**src/usfc_defs.svh**
```systemverilog
// Register offsets, field positions and reset values of the status flag clear logic.
`ifndef USFC_DEFS_SVH
`define USFC_DEFS_SVH
`define USFC_OFS_FLAG_CLEAR 8'h20
`define USFC_OFS_RECEIVE_DATA 8'h24
`define USFC_OFS_LINE_STATUS 8'h1C
`define USFC_OFS_IRQ_ENABLE 8'h30
`define USFC_OFS_CONTROL 8'h34
`define USFC_OFS_TRANSMIT_DATA 8'h28
`define USFC_OFS_COMMAND 8'h38
`define USFC_B_PARITY 0
`define USFC_B_FRAMING 1
`define USFC_B_NOISE 2
`define USFC_B_OVERRUN 3
`define USFC_B_IDLE 4
`define USFC_B_RXNE 5
`define USFC_B_TC 6
`define USFC_B_TBE 7
`define USFC_B_LIN 8
`define USFC_B_CTS 9
`define USFC_B_CTS_LEVEL 10
`define USFC_B_RTO 11
`define USFC_B_EOB 12
`define USFC_B_ADDR 17
`define USFC_B_WAKE 20
`define USFC_B_ERR_IE 10
`define USFC_B_CTL_MULTIBUF 0
`define USFC_B_CTL_PARITY 1
`define USFC_B_CTL_NINE 2
`define USFC_B_CMD_TXFLUSH 0
`define USFC_B_CMD_RXFLUSH 1
`define USFC_STATUS_RESET 32'h0000_0080
`define USFC_IRQ_SOURCES 32'h0012_1BF1
`define USFC_CTL_RESET 32'h0000_0000
`define USFC_DATA_W 9
`endif

```
**src/usfc_pkg.sv**
```systemverilog
// Types shared by the status flag clear logic.
package usfc_pkg;
  typedef struct packed {
    logic rx_load;
    logic [8:0] rx_word;
    logic tx_load;
    logic tx_frame_done;
    logic lin_break;
    logic idle_line;
    logic noise;
    logic framing;
    logic parity;
    logic sc_retry_exhausted;
    logic wakeup;
    logic addr_match;
    logic end_of_block;
    logic rx_timeout;
  } usfc_event_s;
  typedef enum logic [1:0] {
    USFC_IDLE = 2'b00,
    USFC_ACK = 2'b01
  } usfc_bus_e;
endpackage

```
**src/usfc_status.sv**
```systemverilog
// Status flags, flag clear register and receive data register of the serial transceiver.
//
// Added by the designer: the Avalon-MM interface to the registers.
`timescale 1ns/100ps
`include "usfc_defs.svh"
// Overview of operation
// - CTS pin toggle sets cts change flag; write one to bit 9 clears it.
// - LIN break sets its flag; write one to bit 8 clears it.
// - Transmit empty bit 7 set on shift load or flush; transmit write clears.
// - Transmission complete set when data frame ends with empty set; bit 6 clears.
// - Receive not empty bit 5 set on load; data read or flush clears.
// - Idle flag bit 4 set on idle; rearmed only after receive not empty sets.
// - Overrun set when word loads while receive not empty; bit 3 clears.
// - Noise flag set on noisy frame; bit 2 clears.
// - Framing flag set on desync, noise or break; bit 1 clears.
// - Smartcard transmit retries exhausted also sets the framing flag.
// - Parity flag set on receive parity error; bit 0 clears.
// - Each enabled flag except overrun, noise, framing and CTS level raises the interrupt; receive enable also covers overrun.
// - In multibuffer mode error enable routes overrun, noise, framing to interrupt.
// - Bits 20, 17, 12, 11 clear wakeup, address, end of block, timeout.
// - Reduced instance reserves wakeup, block, timeout, LIN clear bits and LIN flag.
// - Receive data sits in bits 8:0 with parity in top data bit.
module usfc_status #(
  parameter bit REDUCED = 1'b0,
  parameter int DATA_W = `USFC_DATA_W
) (
  input wire logic mclk,
  input wire logic arst_n,
  input wire logic [7:0] avs_address,
  input wire logic avs_read,
  input wire logic avs_write,
  input wire logic [31:0] avs_writedata,
  input wire logic [3:0] avs_byteenable,
  output logic [31:0] avs_readdata,
  output logic avs_waitrequest,
  input wire logic clear_to_send_pin,
  input wire usfc_pkg::usfc_event_s events,
  output logic tx_data_write,
  output logic [8:0] tx_data,
  output logic [2:0] control_bits,
  output logic irq
);
  // The transmit and receive ports carry one character of the fixed width only.
  if (DATA_W != `USFC_DATA_W) begin : g_width_check
    $error("usfc_status: DATA_W must equal the character width");
  end
  // ==========================================================================
  // Reset and bus handshake
  logic rst_meta;
  logic rst_n;
  always_ff @(posedge mclk or negedge arst_n) begin
    if (!arst_n) begin
      rst_meta <= 1'b0;
      rst_n <= 1'b0;
    end else begin
      rst_meta <= 1'b1;
      rst_n <= rst_meta;
    end
  end
  usfc_pkg::usfc_bus_e bus_state;
  logic req;
  logic acc;
  logic wr;
  logic rd;
  assign req = avs_read | avs_write;
  // One wait cycle lets every access commit on a single, well defined edge.
  always_ff @(posedge mclk or negedge rst_n) begin
    if (!rst_n) begin
      bus_state <= usfc_pkg::USFC_IDLE;
    end else begin
      case (bus_state)
        usfc_pkg::USFC_IDLE: begin
          if (req) begin
            bus_state <= usfc_pkg::USFC_ACK;
          end
        end
        usfc_pkg::USFC_ACK: bus_state <= usfc_pkg::USFC_IDLE;
        default: bus_state <= usfc_pkg::USFC_IDLE;
      endcase
    end
  end
  assign acc = bus_state == usfc_pkg::USFC_ACK;
  assign avs_waitrequest = req & ~acc;
  assign wr = acc & avs_write;
  assign rd = acc & avs_read;
  function automatic logic hit(input logic [7:0] a, input logic [7:0] ofs);
    hit = a == ofs;
  endfunction
  logic [31:0] wmask;
  assign wmask = {{8{avs_byteenable[3]}}, {8{avs_byteenable[2]}},
                  {8{avs_byteenable[1]}}, {8{avs_byteenable[0]}}};
  logic [31:0] clr;
  // A clear acts only where a one is written; zeros leave flags alone.
  assign clr = (wr && hit(avs_address, `USFC_OFS_FLAG_CLEAR)) ? (avs_writedata & wmask)
             : 32'h0000_0000;
  logic rx_read;
  assign rx_read = rd && hit(avs_address, `USFC_OFS_RECEIVE_DATA);
  logic [31:0] cmd;
  assign cmd = (wr && hit(avs_address, `USFC_OFS_COMMAND)) ? avs_writedata : 32'h0000_0000;
  // ==========================================================================
  // Control and enable registers
  logic [31:0] irq_enable;
  logic [31:0] control;
  always_ff @(posedge mclk or negedge rst_n) begin
    if (!rst_n) begin
      irq_enable <= `USFC_CTL_RESET;
      control <= `USFC_CTL_RESET;
    end else begin
      if (wr && hit(avs_address, `USFC_OFS_IRQ_ENABLE)) begin
        irq_enable <= (irq_enable & ~wmask) | (avs_writedata & wmask);
      end
      if (wr && hit(avs_address, `USFC_OFS_CONTROL)) begin
        control <= (control & ~wmask) | (avs_writedata & wmask);
      end
    end
  end
  assign control_bits = control[`USFC_B_CTL_NINE:0];
  // ==========================================================================
  // Transmit data path hand-off
  always_ff @(posedge mclk or negedge rst_n) begin
    if (!rst_n) begin
      tx_data_write <= 1'b0;
      tx_data <= 9'h000;
    end else begin
      tx_data_write <= wr && hit(avs_address, `USFC_OFS_TRANSMIT_DATA);
      if (wr && hit(avs_address, `USFC_OFS_TRANSMIT_DATA)) begin
        tx_data <= avs_writedata[`USFC_DATA_W - 1:0];
      end
    end
  end
  // ==========================================================================
  // Status flags; a set always wins over a clear in the same cycle.
  localparam logic [31:0] STATUS_RESET = `USFC_STATUS_RESET;
  logic [31:0] status;
  logic cts_q;
  logic idle_armed;
  logic [DATA_W-1:0] rx_data;
  logic lin_ok;
  logic cts_change_flag;
  logic lin_break_flag;
  logic transmit_empty_flag;
  logic transmission_complete_flag;
  logic receive_not_empty_flag;
  logic idle_line_flag;
  logic overrun_flag;
  logic noise_flag;
  logic framing_flag;
  logic parity_flag;
  logic wakeup_flag;
  logic address_match_flag;
  logic end_of_block_flag;
  logic receiver_timeout_flag;
  logic cts_level;
  assign lin_ok = ~REDUCED;
  // Set wins over clear, so an event that lands with its clear is never lost.
  function automatic logic sticky(input logic set, input logic held, input logic clear);
    sticky = set | (held & ~clear);
  endfunction
  always_ff @(posedge mclk or negedge rst_n) begin
    if (!rst_n) begin
      cts_q <= 1'b1;
    end else begin
      cts_q <= clear_to_send_pin;
    end
  end
  always_ff @(posedge mclk or negedge rst_n) begin
    if (!rst_n) begin
      cts_change_flag <= STATUS_RESET[`USFC_B_CTS];
    end else begin
      cts_change_flag <= sticky(cts_q ^ clear_to_send_pin, cts_change_flag,
                                clr[`USFC_B_CTS]);
    end
  end
  always_ff @(posedge mclk or negedge rst_n) begin
    if (!rst_n) begin
      lin_break_flag <= STATUS_RESET[`USFC_B_LIN];
    end else begin
      lin_break_flag <= lin_ok & sticky(events.lin_break, lin_break_flag,
                                        clr[`USFC_B_LIN]);
    end
  end
  always_ff @(posedge mclk or negedge rst_n) begin
    if (!rst_n) begin
      transmit_empty_flag <= STATUS_RESET[`USFC_B_TBE];
    end else begin
      transmit_empty_flag <= sticky(events.tx_load | cmd[`USFC_B_CMD_TXFLUSH],
                                    transmit_empty_flag, tx_data_write);
    end
  end
  always_ff @(posedge mclk or negedge rst_n) begin
    if (!rst_n) begin
      transmission_complete_flag <= STATUS_RESET[`USFC_B_TC];
    end else begin
      transmission_complete_flag <= sticky(events.tx_frame_done & transmit_empty_flag,
                                           transmission_complete_flag,
                                           clr[`USFC_B_TC]);
    end
  end
  always_ff @(posedge mclk or negedge rst_n) begin
    if (!rst_n) begin
      receive_not_empty_flag <= STATUS_RESET[`USFC_B_RXNE];
    end else begin
      receive_not_empty_flag <= sticky(events.rx_load, receive_not_empty_flag,
                                       rx_read | cmd[`USFC_B_CMD_RXFLUSH]);
    end
  end
  always_ff @(posedge mclk or negedge rst_n) begin
    if (!rst_n) begin
      idle_line_flag <= STATUS_RESET[`USFC_B_IDLE];
    end else begin
      idle_line_flag <= sticky(events.idle_line & idle_armed, idle_line_flag,
                               clr[`USFC_B_IDLE]);
    end
  end
  // A cleared idle flag must not come back until a new character has arrived.
  always_ff @(posedge mclk or negedge rst_n) begin
    if (!rst_n) begin
      idle_armed <= 1'b1;
    end else if (events.rx_load) begin
      idle_armed <= 1'b1;
    end else if (events.idle_line && idle_armed) begin
      idle_armed <= 1'b0;
    end
  end
  always_ff @(posedge mclk or negedge rst_n) begin
    if (!rst_n) begin
      overrun_flag <= STATUS_RESET[`USFC_B_OVERRUN];
    end else begin
      overrun_flag <= sticky(events.rx_load & receive_not_empty_flag, overrun_flag,
                             clr[`USFC_B_OVERRUN]);
    end
  end
  always_ff @(posedge mclk or negedge rst_n) begin
    if (!rst_n) begin
      noise_flag <= STATUS_RESET[`USFC_B_NOISE];
    end else begin
      noise_flag <= sticky(events.noise, noise_flag, clr[`USFC_B_NOISE]);
    end
  end
  always_ff @(posedge mclk or negedge rst_n) begin
    if (!rst_n) begin
      framing_flag <= STATUS_RESET[`USFC_B_FRAMING];
    end else begin
      framing_flag <= sticky(events.framing | events.sc_retry_exhausted, framing_flag,
                             clr[`USFC_B_FRAMING]);
    end
  end
  always_ff @(posedge mclk or negedge rst_n) begin
    if (!rst_n) begin
      parity_flag <= STATUS_RESET[`USFC_B_PARITY];
    end else begin
      parity_flag <= sticky(events.parity, parity_flag, clr[`USFC_B_PARITY]);
    end
  end
  always_ff @(posedge mclk or negedge rst_n) begin
    if (!rst_n) begin
      wakeup_flag <= STATUS_RESET[`USFC_B_WAKE];
    end else begin
      wakeup_flag <= lin_ok & sticky(events.wakeup, wakeup_flag,
                                     clr[`USFC_B_WAKE]);
    end
  end
  always_ff @(posedge mclk or negedge rst_n) begin
    if (!rst_n) begin
      address_match_flag <= STATUS_RESET[`USFC_B_ADDR];
    end else begin
      address_match_flag <= sticky(events.addr_match, address_match_flag,
                                   clr[`USFC_B_ADDR]);
    end
  end
  always_ff @(posedge mclk or negedge rst_n) begin
    if (!rst_n) begin
      end_of_block_flag <= STATUS_RESET[`USFC_B_EOB];
    end else begin
      end_of_block_flag <= lin_ok & sticky(events.end_of_block, end_of_block_flag,
                                           clr[`USFC_B_EOB]);
    end
  end
  always_ff @(posedge mclk or negedge rst_n) begin
    if (!rst_n) begin
      receiver_timeout_flag <= STATUS_RESET[`USFC_B_RTO];
    end else begin
      receiver_timeout_flag <= lin_ok & sticky(events.rx_timeout, receiver_timeout_flag,
                                               clr[`USFC_B_RTO]);
    end
  end
  always_ff @(posedge mclk or negedge rst_n) begin
    if (!rst_n) begin
      cts_level <= STATUS_RESET[`USFC_B_CTS_LEVEL];
    end else begin
      cts_level <= ~clear_to_send_pin;
    end
  end
  // Unused status positions read as zero.
  always_comb begin
    status = 32'h0000_0000;
    status[`USFC_B_CTS] = cts_change_flag;
    status[`USFC_B_LIN] = lin_break_flag;
    status[`USFC_B_TBE] = transmit_empty_flag;
    status[`USFC_B_TC] = transmission_complete_flag;
    status[`USFC_B_RXNE] = receive_not_empty_flag;
    status[`USFC_B_IDLE] = idle_line_flag;
    status[`USFC_B_OVERRUN] = overrun_flag;
    status[`USFC_B_NOISE] = noise_flag;
    status[`USFC_B_FRAMING] = framing_flag;
    status[`USFC_B_PARITY] = parity_flag;
    status[`USFC_B_WAKE] = wakeup_flag;
    status[`USFC_B_ADDR] = address_match_flag;
    status[`USFC_B_EOB] = end_of_block_flag;
    status[`USFC_B_RTO] = receiver_timeout_flag;
    status[`USFC_B_CTS_LEVEL] = cts_level;
  end
  // The receive word is loaded only on a transfer, so its value after reset is undefined.
  always_ff @(posedge mclk) begin
    if (events.rx_load) begin
      rx_data <= events.rx_word;
    end
  end
  // ==========================================================================
  // Interrupt
  logic multibuf;
  assign multibuf = control[`USFC_B_CTL_MULTIBUF];
  always_ff @(posedge mclk or negedge rst_n) begin
    if (!rst_n) begin
      irq <= 1'b0;
    end else begin
      irq <= |(status & irq_enable & `USFC_IRQ_SOURCES)
             | (irq_enable[`USFC_B_RXNE] & status[`USFC_B_OVERRUN])
             | (multibuf & irq_enable[`USFC_B_ERR_IE]
                & (status[`USFC_B_OVERRUN] | status[`USFC_B_NOISE]
                   | status[`USFC_B_FRAMING]));
    end
  end
  // ==========================================================================
  // Read data
  always_ff @(posedge mclk or negedge rst_n) begin
    if (!rst_n) begin
      avs_readdata <= 32'h0000_0000;
    end else if (avs_read && !acc) begin
      case (avs_address)
        `USFC_OFS_LINE_STATUS: avs_readdata <= status;
        `USFC_OFS_RECEIVE_DATA: avs_readdata <= {{(32 - DATA_W){1'b0}}, rx_data};
        `USFC_OFS_IRQ_ENABLE: avs_readdata <= irq_enable;
        `USFC_OFS_CONTROL: avs_readdata <= control;
        `USFC_OFS_FLAG_CLEAR: avs_readdata <= 32'h0000_0000;
        default: avs_readdata <= 32'h0000_0000;
      endcase
    end
  end
  // ==========================================================================
  // Checks
  a_cts_toggle_sets: assert property (@(posedge mclk) disable iff (!rst_n)
    (cts_q != clear_to_send_pin) |=> status[`USFC_B_CTS]) else $error("cts flag missed");
  a_tbe_write_clears: assert property (@(posedge mclk) disable iff (!rst_n)
    (tx_data_write && !events.tx_load && !cmd[`USFC_B_CMD_TXFLUSH]) |=> !status[`USFC_B_TBE])
    else $error("tbe not cleared");
  a_tc_needs_tbe: assert property (@(posedge mclk) disable iff (!rst_n)
    $rose(status[`USFC_B_TC]) |-> $past(status[`USFC_B_TBE])) else $error("tc without tbe");
  a_rxne_read_clears: assert property (@(posedge mclk) disable iff (!rst_n)
    (rx_read && !events.rx_load) |=> !status[`USFC_B_RXNE]) else $error("rxne kept");
  a_idle_rearm: assert property (@(posedge mclk) disable iff (!rst_n)
    (!idle_armed && !events.rx_load) |=> !$rose(status[`USFC_B_IDLE]))
    else $error("idle set twice");
  a_overrun_sets: assert property (@(posedge mclk) disable iff (!rst_n)
    (events.rx_load && status[`USFC_B_RXNE]) |=> status[`USFC_B_OVERRUN])
    else $error("overrun missed");
  a_framing_sets: assert property (@(posedge mclk) disable iff (!rst_n)
    events.sc_retry_exhausted |=> status[`USFC_B_FRAMING]) else $error("framing missed");
  a_parity_clear: assert property (@(posedge mclk) disable iff (!rst_n)
    (clr[`USFC_B_PARITY] && !events.parity) |=> !status[`USFC_B_PARITY])
    else $error("parity not cleared");
  a_irq_follows: assert property (@(posedge mclk) disable iff (!rst_n)
    (status[`USFC_B_TC] && irq_enable[`USFC_B_TC]) |=> irq) else $error("irq missing");
  a_reduced_lin: assert property (@(posedge mclk) disable iff (!rst_n)
    REDUCED |-> !status[`USFC_B_LIN]) else $error("lin flag in reduced");
  a_lin_clear: assert property (@(posedge mclk) disable iff (!rst_n)
    (clr[`USFC_B_LIN] && !events.lin_break) |=> !status[`USFC_B_LIN])
    else $error("lin flag not cleared");
  a_rxne_sets: assert property (@(posedge mclk) disable iff (!rst_n)
    events.rx_load |=> status[`USFC_B_RXNE])
    else $error("rxne not set");
  a_noise_sets: assert property (@(posedge mclk) disable iff (!rst_n)
    events.noise |=> status[`USFC_B_NOISE])
    else $error("noise flag missed");
  a_err_irq_routed: assert property (@(posedge mclk) disable iff (!rst_n)
    (multibuf && irq_enable[`USFC_B_ERR_IE] && status[`USFC_B_NOISE]) |=> irq)
    else $error("error irq missing");
  a_wake_clear: assert property (@(posedge mclk) disable iff (!rst_n)
    (clr[`USFC_B_WAKE] && !events.wakeup) |=> !status[`USFC_B_WAKE])
    else $error("wakeup not cleared");
  a_rx_word_kept: assert property (@(posedge mclk) disable iff (!rst_n)
    events.rx_load |=> (rx_data == $past(events.rx_word)))
    else $error("receive word lost");
  a_clear_reads_zero: assert property (@(posedge mclk) disable iff (!rst_n)
    (avs_read && !acc && hit(avs_address, `USFC_OFS_FLAG_CLEAR)) |=> (avs_readdata == 0))
    else $error("clear register not zero");
endmodule

```
**config.mk**
```make
export PLATFORM = sky130hd
export DESIGN_NAME = usfc_status
export DESIGN_NICKNAME = d
export VERILOG_FILES = /design/src/usfc_pkg.sv /design/src/usfc_status.sv
export VERILOG_INCLUDE_DIRS = /design/src
export SDC_FILE = /design/constraint.sdc
export NUM_CORES = 1
export LEC_CHECK = 0
export BUFFER_PORTS_ARGS = -buffer_cell sky130_fd_sc_hd__buf_2
export CORE_UTILIZATION = 50
export DETAILED_ROUTE_END_ITERATION = 16
export PLACE_DENSITY = 0.74
export SLEW_MARGIN = 20
export SYNTH_ARGS = -nofsm -noshare
export SYNTH_HDL_FRONTEND = slang
export SYNTH_SLANG_ARGS = --single-unit
```
**constraint.sdc**
```tcl
create_clock -name mclk -period 4.7 [get_ports mclk]
set_input_delay 0 -clock mclk [delete_from_list [all_inputs] [get_ports mclk]]
set_output_delay 0 -clock mclk [all_outputs]
set_load 0.01 [all_outputs]
```
Word level (Yosys, flattened, before mapping). Index checks and enable logic that the tools add are counted.

Register bits: 137. Bits of input ports: 71. Output and inout port bits: 47. Logic and storage cells: 124.

Equal/unequal tests: 9. Mux-type cells: 7. Bitwise logic cells: 69. Reduce and logical (&&, ||, !) cells: 12.

Operators by type and width (number): 32-bit one-hot mux with 4 select lines (1); 32-bit AND (3); 32-bit bitwise OR (2); 8-bit by 6-bit == test with 1-bit output, second input constant (6); 32-bit NOT (1); 1-bit AND (23); 1-bit bitwise OR (22); 21-bit AND (1); 21-bit two-way mux (1); 1-bit NOT (16); 11-bit OR reduction (1); 8-bit by 5-bit == test with 1-bit output, second input constant (1); 1-bit logical AND (8); 2-bit two-way mux (3); 2-bit by 1-bit == test with 1-bit output, second input constant (1); 2-bit zero test (1); 1-bit two-way mux (2); 2-bit != test, second input constant (1); 2-bit nonzero test (1); 1-bit zero test (1); 1-bit bitwise XOR (1).

Logic depth before layout (Yosys ltp).
Word-level depth: 8. Gate-level depth with buffers: 7. Depth with buffers taken out: 4.

Least setup slack after synthesis. No wires, ideal clock.

Path type: register to register. From: reg bus_state[0]. To: reg with a tool-made name. Setup time: 0.125 ns. Arrival: 1.381 ns. Data required time: 4.575 ns. Path slack: 3.195 ns. Cell stages (with the launch flop): 6. Path buffers: 1. Clock period less this slack: 1.505 ns. Path through: dfrtp_1 > and3_1 > and4_1 > buf_2 > nand2_2 > mux2_2.

RTL lines: start, declared (RTL line usfc_status.sv:60) `usfc_pkg::usfc_bus_e bus_state;`; start signal, assigned (RTL line usfc_status.sv:69) `bus_state <= usfc_pkg::USFC_IDLE;`; start signal, assigned (RTL line usfc_status.sv:74) `bus_state <= usfc_pkg::USFC_ACK;`; start signal, assigned (RTL line usfc_status.sv:77) `usfc_pkg::USFC_ACK: bus_state <= usfc_pkg::USFC_IDLE;`.

Worst setup path in the final report.
From: reg bus_state[0]. To: reg framing_flag.

Cells in the longest elaborated chain, start to end: 7.

Ends and longest elaborated chain: 2-bit by 1-bit == test with 1-bit output (RTL line usfc_status.sv:82) `assign acc = bus_state == usfc_pkg::USFC_ACK;`; 1-bit AND (RTL line usfc_status.sv:84) `assign wr = acc & avs_write;`; 1-bit logical AND (RTL line usfc_status.sv:94) `` assign clr = (wr && hit(avs_address, `USFC_OFS_FLAG_CLEAR)) ? (avs_writedata & wmask) ``; 21-bit two-way mux (RTL line usfc_status.sv:94); 1-bit NOT (RTL line usfc_status.sv:157) `sticky = set | (held & ~clear);`; 1-bit AND (RTL line usfc_status.sv:157); 1-bit bitwise OR (RTL line usfc_status.sv:157); end signal, assigned (RTL line usfc_status.sv:242) `` framing_flag <= STATUS_RESET[`USFC_B_FRAMING]; ``; end signal, assigned (RTL line usfc_status.sv:244) `framing_flag <= sticky(events.framing | events.sc_retry_exhausted, framing_flag,`; end, declared (RTL line usfc_status.sv:147) `logic framing_flag;`.

Every way passes these cells. A chain may end at the register's enable or synchronous reset.

==> results.md <==
CTS:
- The number of hold buffers added after CTS is 73.
- The total clock sinks is 136.
- Post-CTS repair changed the size of 0 cells.
- The cell at the root of the clock tree is clkbuf_16.
- The clock transition at the register clock pins on the worst setup and hold paths after CTS is about 60 ps.
- The number of buffers inserted to repair setup after CTS is 0.
- TritonCTS built the clock tree.
- The number of buffers inserted during clock tree synthesis is 17.
- The total number of H-tree levels is 4.
- The deepest clock path buffer count is 2.
- The later pin in the worst-skew pair is clocked with a latency of 410 ps.

Drt:
- The remaining design rule violation count is 0.
- The detailed-router iteration count before antenna repair is 4.
- Across all layers, the routed design uses 4265 vias.
- After detailed routing, the average wire length per cell comes to 18.2 µm.
- The antenna violation net count after detailed routing is 0.
- The vias per cell is 5.52.
- The detailed router finished its first iteration with 326 violations.
- The detailed-route wire length is 14.1 mm.

Critical path:
- The critical path in this run is classified as reg -> reg.
- In this run the critical register-to-register path is launched from bus_state[0].
- The worst setup path is captured at a register.
- STA puts the critical path data arrival time at ~2800 ps.
- The required time of the worst setup path is 4990 ps.
- The endpoint identified for the worst register-to-register timing path is framing_flag.
- The number of cells on the worst reg-to-reg path is 5.
- STA classifies the critical path startpoint as a register.
- The worst register-to-register path has a setup slack of 2160 ps.
- The largest driver fanout on the critical path is 12.

Final layout:
- Excluding fillers, the count of instances in the completed layout stands at 773.
- The layout-stage area growth over the synthesis result is 34.7%.
- The layout has ~790 filler cells.
- The ratio of cells with drive above 1 in the final layout is 37.8%.
- Leaving out fill and tap cells, the most frequent cell in the layout is dfrtp_1.
- Once layout is done, the placed cells without fillers occupy 0.00774 mm².
- 0 antenna diodes ended up in the layout.
- After the last flow step, the layout net total stands at 691.
- In the layout the commonest cells are dfrtp_1, buf_2, dlygate4sd3_1.

Global route:
- The first global-routing pass estimated 22.0 mm of wire.
- The number of antenna violations at the first check in global routing was 0.
- The final global-route overflow total is 0.
- Entering global routing, the biggest net connects 82 pins.
- In the global route stage, overall resource usage came out at about a quarter.
- The number of global-route vias before repair was 4352.

Logic synthesis:
- The net count of the mapped netlist is 505.
- Yosys mapped a number of flops with a built-in enable equal to 9.
- The flip-flop and latch count after synthesis is 136.
- The area of the mapped netlist is 0.00575 mm².
- The biggest area consumer among synthesized cells is dfrtp_1.
- The most used flip-flop cell after synthesis is dfrtp_1.
- The count of synthesis-stage warnings from yosys is 0.
- The sequential cell area fraction in the yosys report is ~60%.
- The synthesized design devotes to its leading area cell type 54.0% of total area.
- The post-synthesis area per instance is roughly 13 µm².
- After synthesis, the netlist uses 45 different library cells.
- Yosys attributes the largest share of cell area to dfrtp_1, mux2_2, mux2i_1, edfxtp_1, o21ai_0.
- Counting flops with an async set or reset pin after synthesis yields a share of 93.4%.
- The post-synthesis instance total is 434.

Placed design:
- The number of placed instances with taps included is 667.
- The detailed-placement wirelength estimate is approximately 9 mm.
- The count of buffers added on input and output ports is 117.
- The total placed instance area is 0.00638 mm².
- Routability-driven placement finished with a final weighted congestion of 0.907.

Power and ir drop:
- Across the VDD grid, the largest voltage drop is 0.267 mV.
- In this run the power density over the cells is 363 mW/mm².
- The leakage power figure is between 3 and 4 nW.

Die:
- From left edge to right edge, the die measures 109 µm.
- The floorplan has 38 rows.
- The area enclosed by the die boundary is 0.0119 mm².
- For this configuration, the core starts out at a cell density of 52.1%.
- Pin placement for this block handled 118 I/O pins.
- In this run the standard cell core region covers 0.0110 mm².
- The chip height is 109 µm.

Run status:
- The run finished with clean final reports.

Run:
- The max-cap check violation count is 0.

STA:
- The clock period could shrink to 2540 ps.
- Setup repair after global routing left no endpoint under its margin.
- The post-route fraction of the period consumed by the critical path is 54.1%.
- The final-report hold violation count was 0.
- The final-report max-slew violation count is 0.
- Summed over all failing endpoints, the final setup total negative slack is 0 ps.
- For the final database, setup skew stands at roughly 6.7 ps.
- Based on the critical path, the design can be clocked at up to 394 MHz.
- For the pin with the worst max-slew slack, the measured transition is 1100 ps.
- Setup violations remaining at the end of the flow were counted as 0.
- In this run the tightest slew margin relative to its limit is about a quarter.

Hold path:
- The startpoint of the worst hold path is avs_byteenable[3].
- The min-delay analysis places its worst path in the category in -> reg.
- The number of cells on the worst hold path is 3.
==> worst max-delay path by stage <==
stage,from,end,cells past startpoint
2_1_floorplan,rst_n,asynchronous set/reset pin,0
3_3_place_gp,avs_address[1],avs_readdata[21],4
3_5_place_dp,avs_address[1],avs_readdata[13],4
4_1_cts,bus_state[0],framing_flag,5
5_1_grt,bus_state[0],framing_flag,5
6_report,bus_state[0],framing_flag,5
==> through the flow <==
step	hold slack, ps	setup slack (ps)	power, mW	util [%]
4_1_cts	43.9	2190	2.82	70.0
2_1_floorplan	-296	905	1.34	-
6_report	51.3	2160	2.81	70.2
3_3_place_gp	-215	2390	1.43	57.8
3_5_place_dp	-214	2230	1.43	57.8
5_1_grt	49.2	2030	2.91	70.2
==> worst max-delay path: stages, from the launching register on <==
cell           delay [ps]
dfrtp_1               430
and3b_1               400
and4b_1               600
nand3_1               150
a211o_1               300
dlygate4sd3_1         550
==> synthesized netlist by cell type (all sizes together), types with 2 or more instances <==
cell    number
dfrtp      124
mux2        73
mux2i       32
o21ai       24
nor2        23
nand2       22
a21oi       19
buf         16
nand3       14
a22oi       11
clkbuf      10
a21o         9
a32oi        9
edfxtp       9
nand4        5
a22o         3
and4         3
dfstp        3
inv          3
and3         2
and3b        2
and4b        2
nor2b        2
nor4         2
==> area by class of cell <==
cell class | count | area, µm² | share of cell area, %
well taps | 140 | 175 | 2.26
clock inverters | 8 | 118 | 1.52
multi-input cells | 269 | 2140 | 27.6
flip-flops and latches | 136 | 3460 | 44.6
inverters | 3 | 11.3 | 0.145
clock buffers | 24 | 492 | 6.35
repair buffers | 193 | 1350 | 17.5
==> report_power, final <==
| part | internal (mW) | leakage (nW) | total (mW) | switching (mW) |
|---|---|---|---|---|
| Combinational | 0.101 | 1.69 | 0.207 | 0.106 |
| Clock | 0.887 | 0.300 | 1.35 | 0.466 |
| Sequential | 1.22 | 1.75 | 1.25 | 0.0269 |
| Total | 2.21 | 3.75 | 2.81 | 0.599 |
==> per-layer routing <==
metal	wire (µm)	part of all wire, %	track usage, %
met1	5850	42	31.1
met2	7210	51	42.5
met3	742	5.3	6.28
met4	289	2.0	9.81
met5	0	0	0
==> cells by family (layout without fill, tap and decap cells) <==
logic type	count (synthesis)	after routing	synth area share, %
buf+inv	29	228	2.77
other cells	1	1	0.0653
mux	105	105	19.9
xor+xnor	1	1	0.152
flops	136	136	60.1
compound gates	78	78	8.65
simple gates	84	84	8.41
No activity file was read; power rests on OpenSTA's default activity.
